### src/design/cid_pkg.sv
package cid_pkg;

  // System clock period in ns
  localparam int unsigned CLK_PERIOD_NS = 100;

  // Register map, byte addresses on the plain register port
  localparam int unsigned ADDR_W = 8;
  localparam logic [ADDR_W-1:0] CTRL_OFFS = 8'h00;
  localparam logic [ADDR_W-1:0] STATUS_OFFS = 8'h04;

  // Control register fields
  localparam int unsigned CTRL_INV_BIT = 0;
  localparam int unsigned CTRL_MODE_LSB = 1;
  localparam int unsigned CTRL_SEL_LSB = 4;
  localparam logic CTRL_INV_RST = 1'b0;
  localparam logic [3:0] CTRL_SEL_RST = 4'h0;

  // Status register fields
  localparam int unsigned STAT_OUT_BIT = 0;
  localparam int unsigned STAT_COND_BIT = 1;
  localparam int unsigned STAT_ARMED_BIT = 2;

  // Filter behaviour select; 2'b11 falls back to bypass
  typedef enum logic [1:0] {
    CID_BYPASS = 2'b00,
    CID_AFTER = 2'b01,
    CID_BEFORE = 2'b10,
    CID_SPARE = 2'b11
  } cid_mode_t;

  // Debounce times in ns, shortest and longest fixed, ladder between
  localparam int unsigned DEB_NUM = 16;
  localparam int unsigned DEB_MIN_NS = 500;
  localparam int unsigned DEB_MAX_NS = 25_500_000;
  localparam int unsigned DEB_TIME_NS [DEB_NUM] = '{
    DEB_MIN_NS, 1_000, 2_000, 5_000, 10_000, 20_000, 50_000, 100_000,
    200_000, 500_000, 1_000_000, 2_000_000, 5_000_000, 10_000_000,
    20_000_000, DEB_MAX_NS
  };

  // Longest count in cycles decides the counter width
  localparam int unsigned DEB_MAX_CYC =
    (DEB_MAX_NS + CLK_PERIOD_NS - 1) / CLK_PERIOD_NS;
  localparam int unsigned CNT_W = $clog2(DEB_MAX_CYC + 1);

endpackage

### src/design/cid_filter.sv
`timescale 1ns/1ps
module cid_filter
  import cid_pkg::*;
#(
  parameter int unsigned TIME_DIV = 1
) (
  // Clock and reset
  input wire logic clk,
  input wire logic resetn,
  // Register port
  input wire logic [ADDR_W-1:0] reg_addr,
  input wire logic [31:0] reg_wdata,
  input wire logic reg_wr,
  input wire logic reg_rd,
  output logic [31:0] reg_rdata,
  // Signal path
  input wire logic sig_in,
  output logic sig_out
);

  // Whole state of the channel
  typedef struct packed {
    logic inv;
    logic [1:0] mode;
    logic [3:0] sel;
    logic prev;
    logic [CNT_W-1:0] cnt;
    logic out;
    logic [31:0] rdata;
  } cid_state_t;

  cid_state_t s_reg;
  cid_state_t s_next;
  logic [CNT_W-1:0] lim_tbl [DEB_NUM];
  logic [CNT_W-1:0] lim;
  logic cond;
  logic armed;
  logic held;

  // Cycle count per setting, rounded up, then divided by TIME_DIV rounding down, never below one cycle
  function automatic int unsigned deb_cycles(int unsigned idx);
    int unsigned c;
    c = (DEB_TIME_NS[idx] + CLK_PERIOD_NS - 1) / CLK_PERIOD_NS;
    c = c / TIME_DIV;
    if (c < 1) begin
      c = 1;
    end
    return c;
  endfunction

  // Constant limit table, one entry per debounce setting
  for (genvar i = 0; i < DEB_NUM; i++) begin : g_lim
    assign lim_tbl[i] = CNT_W'(deb_cycles(i));
  end

  assign lim = lim_tbl[s_reg.sel];
  // Inverter sits ahead of every path so edge sense holds in all modes
  assign cond = sig_in ^ s_reg.inv;
  // Input was stable for the full time before this cycle
  assign armed = (s_reg.cnt >= lim);
  assign held = (s_next.cnt >= lim);

  // Next state: stability counter, filter decision, register port
  always_comb begin
    s_next = s_reg;
    // Restart on any change; saturate so a long quiet input never wraps
    if (cond != s_reg.prev) begin
      s_next.cnt = '0;
    end else if (s_reg.cnt < lim) begin
      s_next.cnt = s_reg.cnt + 1'b1;
    end
    s_next.prev = cond;
    case (cid_mode_t'(s_reg.mode))
      CID_AFTER: begin
        // Only a level held for the whole time reaches the output
        if (held) begin
          s_next.out = cond;
        end
      end
      CID_BEFORE: begin
        // First edge after a quiet spell passes, bounces behind it do not
        if (armed && (cond != s_reg.out)) begin
          s_next.out = cond;
        end
      end
      default: begin
        s_next.out = cond;
      end
    endcase
    // Control write; a new time select takes effect on the next cycle
    if (reg_wr && (reg_addr == CTRL_OFFS)) begin
      s_next.inv = reg_wdata[CTRL_INV_BIT];
      s_next.mode = reg_wdata[CTRL_MODE_LSB +: 2];
      s_next.sel = reg_wdata[CTRL_SEL_LSB +: 4];
    end
    // Read data stand for one cycle only, zero otherwise
    s_next.rdata = '0;
    if (reg_rd) begin
      if (reg_addr == CTRL_OFFS) begin
        s_next.rdata[CTRL_INV_BIT] = s_reg.inv;
        s_next.rdata[CTRL_MODE_LSB +: 2] = s_reg.mode;
        s_next.rdata[CTRL_SEL_LSB +: 4] = s_reg.sel;
      end else if (reg_addr == STATUS_OFFS) begin
        s_next.rdata[STAT_OUT_BIT] = s_reg.out;
        s_next.rdata[STAT_COND_BIT] = s_reg.prev;
        s_next.rdata[STAT_ARMED_BIT] = armed;
      end
    end
  end

  // State register
  always_ff @(posedge clk or negedge resetn) begin
    if (!resetn) begin
      s_reg <= '{inv: CTRL_INV_RST, mode: CID_BYPASS, sel: CTRL_SEL_RST,
                 prev: 1'b0, cnt: '0, out: 1'b0, rdata: '0};
    end else begin
      s_reg <= s_next;
    end
  end

  assign sig_out = s_reg.out;
  assign reg_rdata = s_reg.rdata;
endmodule

### config.mk
export PLATFORM = sky130hd
export DESIGN_NAME = cid_filter
export DESIGN_NICKNAME = d
export VERILOG_FILES = /design/src/design/cid_pkg.sv /design/src/design/cid_filter.sv
export SDC_FILE = /design/constraint.sdc
export NUM_CORES = 1
export LEC_CHECK = 0
export ABC_AREA = 1
export ABC_CLOCK_PERIOD_IN_PS = 3450
export BUFFER_PORTS_ARGS = -buffer_cell sky130_fd_sc_hd__buf_2
export CAP_MARGIN = 20
export CORE_MARGIN = 1
export CORE_UTILIZATION = 50
export CTS_BUF_LIST = sky130_fd_sc_hd__clkbuf_8
export CTS_CLUSTER_DIAMETER = 30
export DETAILED_ROUTE_END_ITERATION = 16
export GPL_ROUTABILITY_DRIVEN = 0
export PLACE_DENSITY = 0.8
export SYNTH_ARGS = -nofsm -noshare
export SYNTH_HDL_FRONTEND = slang
export SYNTH_SLANG_ARGS = --single-unit
export TNS_END_PERCENT = 50
### constraint.sdc
create_clock -name clk -period 3.45 [get_ports clk]
set_input_delay 0.5175 -clock clk [delete_from_list [all_inputs] [get_ports clk]]
set_output_delay 0.5175 -clock clk [all_outputs]
set_load 0.005 [all_outputs]
# After elaboration in Yosys (flattened, before gate mapping)

Memory sizes are Yosys's and may differ from the RTL's.
Cells that the tools add are included.

$add $sub $neg: 1
Multiply operators: 0
Div/mod/pow operators: 0
Order comparisons: 4
Equal/unequal tests: 7
Shifts and indexed selects: 0
Multiplexer cells: 12
Bitwise gates (word level): 2
Reduce and logical (&&, ||, !) cells: 4

Operators with widths:

| cell                  | count |
|---|---|
| $mux 18               | 4 |
| $ge 18x18->1          | 2 |
| $add 18x1->18 const B | 1 |
| $lt 18x18->1          | 1 |
| $mux 3                | 3 |
| $eq 8x3->1 const B    | 1 |
| $logic_not 8->1       | 1 |
| $mux 4                | 2 |
| $ge 5x5->1 const B    | 1 |
| $not 4->5             | 1 |
| $ne 2x2->1 const B    | 2 |
| $eq 2x1->1 const B    | 1 |
| $eq 2x2->1 const B    | 1 |
| $logic_and 1x1->1     | 2 |
| $mux 1                | 2 |
| $ne 1x1->1            | 2 |
| $pmux 1 s2            | 1 |
| $reduce_and 2->1      | 1 |
| $xor 1x1->1           | 1 |

Flip-flop bits (word level): 34
Bits in latches: 0
RAM bits: 0
Bits in read-only memories: 288
Input port bits: 45
Memories: 1

Memory list:

| memory           | depth | bits a word | rd ports | clocked after memory_dff | wr ports | RTL line         | text |
|---|---|---|---|---|---|---|---|
| (name not given) | 16    | 18          | 1        | 0                        | 0        | cid_filter.sv:56 | `assign lim = lim_tbl[s_reg.sel];` |

# Logic depth before layout (Yosys ltp)

Depth in word-level cells: 10
Mapped depth: 33

# Least setup slack after synthesis

Ideal clock, no wire load.

Path type: reg2reg
From: register s_reg[52] (netlist bit)
To: register s_reg (netlist bit sig_out)
Arrival: 3.362 ns
Required time: 3.333 ns
Setup slack: -0.029 ns
Stages on the path, launching flop included: 28
Clock period less this slack: 3.479 ns
Path through: dfrtp_1 > inv_1 > ha_1 > nor2_1 > a221oi_1 > a31oi_1 > ha_1 > nand2_1 > nor2_1 > nand2_1 > nor2_4 > nand2_2 > nand3_2 > buf_2 > nor2_2 > o21ai_0 > a21oi_1 > ha_1 > nand2_1 > inv_1 > o21ai_0 > a21oi_1 > nor2_1 > nand2_1 > nand2_1 > nand2_1 > nand3_1 > nand2_1

RTL lines:

| item                   | RTL line          | text |
|---|---|---|
| start, declared        | cid_filter.sv:32  | `cid_state_t s_reg;` |
| start signal, assigned | cid_filter.sv:114 | `s_reg <= '{inv: CTRL_INV_RST, mode: CID_BYPASS, sel: CTRL_SEL_RST,` |
| start signal, assigned | cid_filter.sv:117 | `s_reg <= s_next;` |

==> results_dict.tcl <==
set metrics [dict create \
    ctsHtreeMaxLevel 2 \
    cts_tree "yes" \
    hold_path.class "input port to asynchronous set/reset pin" \
    powerDensity_nw_per_um2 278 \
    start_kind "flop" \
    setup_ws_ps -432 \
    critPathKind "flop to flop" \
    fin_worst_skew_ps 6.48 \
    final_hold_viol_count 0 \
    drive_gt1_share_pct 34.2 \
    status "finished, violations left" \
    final-setup-viol-count 1 \
    synth_top_area_cell "dfrtp_1" \
    final_util_pct 70.0 \
    design.die.area_um2 6620 \
    max_slew_margin_pct 47.7 \
    routed_wl_um 9200 \
    initial_core_util_pct 52.6 \
    grt_max_degree 35 \
    n_fill_cell 423 \
    min_period_over_period_pct 113 \
    netlist_area_um2 3150 \
    cp_data_arrival_time_ps 4120 \
    synth_warnings 0 \
    placedInstanceArea_um2 3570 \
    hold_buffers 0 \
    vias 3224 \
    vdd_ir_drop_max_mv 0.236 \
    ioPinCount 78 \
    drt_iter0_drc 168 \
    synth_ff_type "dfrtp_1" \
    worstSetupEndpointType "flop" \
    period_needed_ps 3880 \
    wl_per_cell_um 15.3 \
    ys_async_sr_fraction_pct 100 \
    placedCellCount 558 \
    syn2layout_area_growth_pct 33.1 \
    multi_input_area_um2 2160 \
    rsz0062_at_grt "yes" \
    cts_root_buf "clkbuf_8" \
    coreArea_um2 5990 \
    clk_pin_slew_ps 80 \
    antenna_cells 0 \
    antenna_found_initial 0 \
    fin_area_um2 4190 \
    antenna_left 0 \
    dp_hpwl_um 5900 \
    cts_buffer_depth 2 \
    synth_edf_count 0 \
    rows 28 \
    crit_path_max_fanout 5 \
    power_mw 1.17 \
    final-seq-area_um2 851 \
    dieWidth_um 81.4 \
    nets 614 \
    drc 0 \
    grt_pass1_vias 3102 \
    final_cells 601 \
    grt_overflow_total 0 \
    max_freq_mhz 258 \
    die_y_um 81.4 \
    numClockSinks 34 \
    synth_cells 422 \
    synth_cell_types 41 \
    grtUsageTotal_pct 29.1 \
    power_leakage_nw 2.17 \
    largest_reg_flops 26 \
    maxSlewViolCount 0 \
    grt_pass1_wl_um 14400 \
    worst_pin_slew_ps 785 \
    clkLatencyLatePin_ps 290 \
    vias_per_cell 5.36 \
    cap_violations 0 \
    numCtsBuffers 5 \
    yosysSeqAreaShare_pct 27.0 \
    critPathRequiredTime_ps 3690 \
    dr.pass1.iters 5 \
    ys_top_cells_by_area "dfrtp_1, ha_1, nand2_1" \
    syn_area_per_cell_um2 7.47 \
    yosys_register_bits 34 \
    finalSetupTns_ps -432 \
    violations "setup timing" \
    synth_top_area_share_pct 27.0 \
    portBuffers 27 \
]
cells in the mapped netlist, types with 2 or more instances:
| cell type | instances |
|---|---|
| a211oi_1 | 5 |
| nand2_2 | 2 |
| ha_1 | 44 |
| dfrtp_1 | 34 |
| nor2_2 | 2 |
| a21oi_1 | 31 |
| xor2_1 | 13 |
| nor3_1 | 13 |
| nand3_1 | 15 |
| o21ai_1 | 2 |
| nand4_1 | 4 |
| o21ai_0 | 14 |
| nand2_1 | 88 |
| clkbuf_1 | 5 |
| nor2_1 | 46 |
| buf_6 | 2 |
| buf_4 | 33 |
| mux2_2 | 2 |
| o211ai_1 | 2 |
| inv_1 | 44 |
where the power goes:
group	switching, mW	total [mW]	internal [mW]	leakage, nW
combinational	0.217	0.405	0.187	1.67
sequential	0.0288	0.447	0.419	0.444
clock	0.157	0.315	0.158	0.0524
total	0.403	1.17	0.764	2.17
through the flow:
step                      hold slack [ps]  worst slack (ps)
after floorplan                       222              20.3
after global placement                533              -312
after detailed placement              549              -482
after CTS                             326              -226
after global routing                  370              -649
final                                 297              -432
cell type report:
class / instances / share of cell area, %
Clock buffer: 6 / 1.97
Clock inverter: 2 / 0.209
Inverter: 45 / 4.15
Multi-Input combinational cell: 326 / 51.5
Sequential cell: 34 / 20.3
Tap cell: 75 / 2.24
Timing Repair Buffer: 112 / 19.5
Timing Repair inverter: 1 / 0.179
placed cells by master, fill, tap and decap left out, drive strengths merged, types with 2 or more instances in the layout:
cell type  Yosys  routed
clkbuf         5       6
conb           1      25
ha            44      44
buf           36     112
nand3         16      16
nand4          4       4
nor2          49      49
dfrtp         34      34
a211oi         6       6
a21oi         31      31
nor3          14      14
xor2          14      14
inv           45      46
mux2           2       2
nand2         90      90
o21ai         16      16
o211ai         2       2
cells by family (layout without fill, tap and decap cells):
kind of cell / count (synthesis) / after routing / share of synthesized area (%)
buffers and inverters: 86 / 166 / 14.7
adders and majority gates: 44 / 44 / 17.5
DFF: 34 / 34 / 27.0
muxes: 2 / 2 / 0.715
AOI/OAI and AO/OA: 63 / 63 / 11.4
xor gates and xnor gates: 15 / 15 / 4.41
and+or+nand+nor: 177 / 177 / 24.1
other: 1 / 25 / 0.119
final timing paths:
kind	start	end	slack (ps)	cells past startpoint
max in group asynchronous	resetn	s_reg[48]	2650	1
worst min-delay path	resetn	s_reg[34]	300	1
worst max register to register	s_reg[53]	sig_out	-430	27
worst min register to register	s_reg[56]	s_reg[56]	570	1
min in group clk	reg_wdata[1]	s_reg[56]	450	2
worst max-delay path	s_reg[53]	sig_out	-430	27
what timing repair did:
action	in CTS	in global routing
endpoints found under the setup margin	1	1
gates cloned	2	0
setup buffers	29	4
resized for setup	47	25
pin swaps	36	25
worst max-delay path, stage by stage, from the launching register on:
cell and delay [ps]:
dfrtp_1 400, buf_4 150, ha_4 170, buf_4 140
o211ai_1 300, ha_1 330, nand2_1 90, nand2_1 50
nand2_1 70, nand2_2 60, a21oi_4 180, nand3_4 200
buf_8 200, nor2_4 100, o21ai_1 90, a21oi_2 160
ha_1 260, nand2_1 60, inv_1 30, o21ai_1 130
a21oi_1 90, nor2_1 120, nand2_1 80, nand2_1 70
nand2_2 80, nand2_2 100, nand2_2 40, nand2_1 50
layer usage:
metal  global-route usage, %  vias to the layer above  share of wire, %  wire, um
li1                        -                     1531                 -         -
met1                    33.1                     1530                40      3650
met2                    52.8                      125                52      4800
met3                    5.06                       38               4.7       436
met4                    12.0                        0               3.4       315
met5                       0                        -                 0         0
Note: power is estimated with default switching activity, not from simulation.
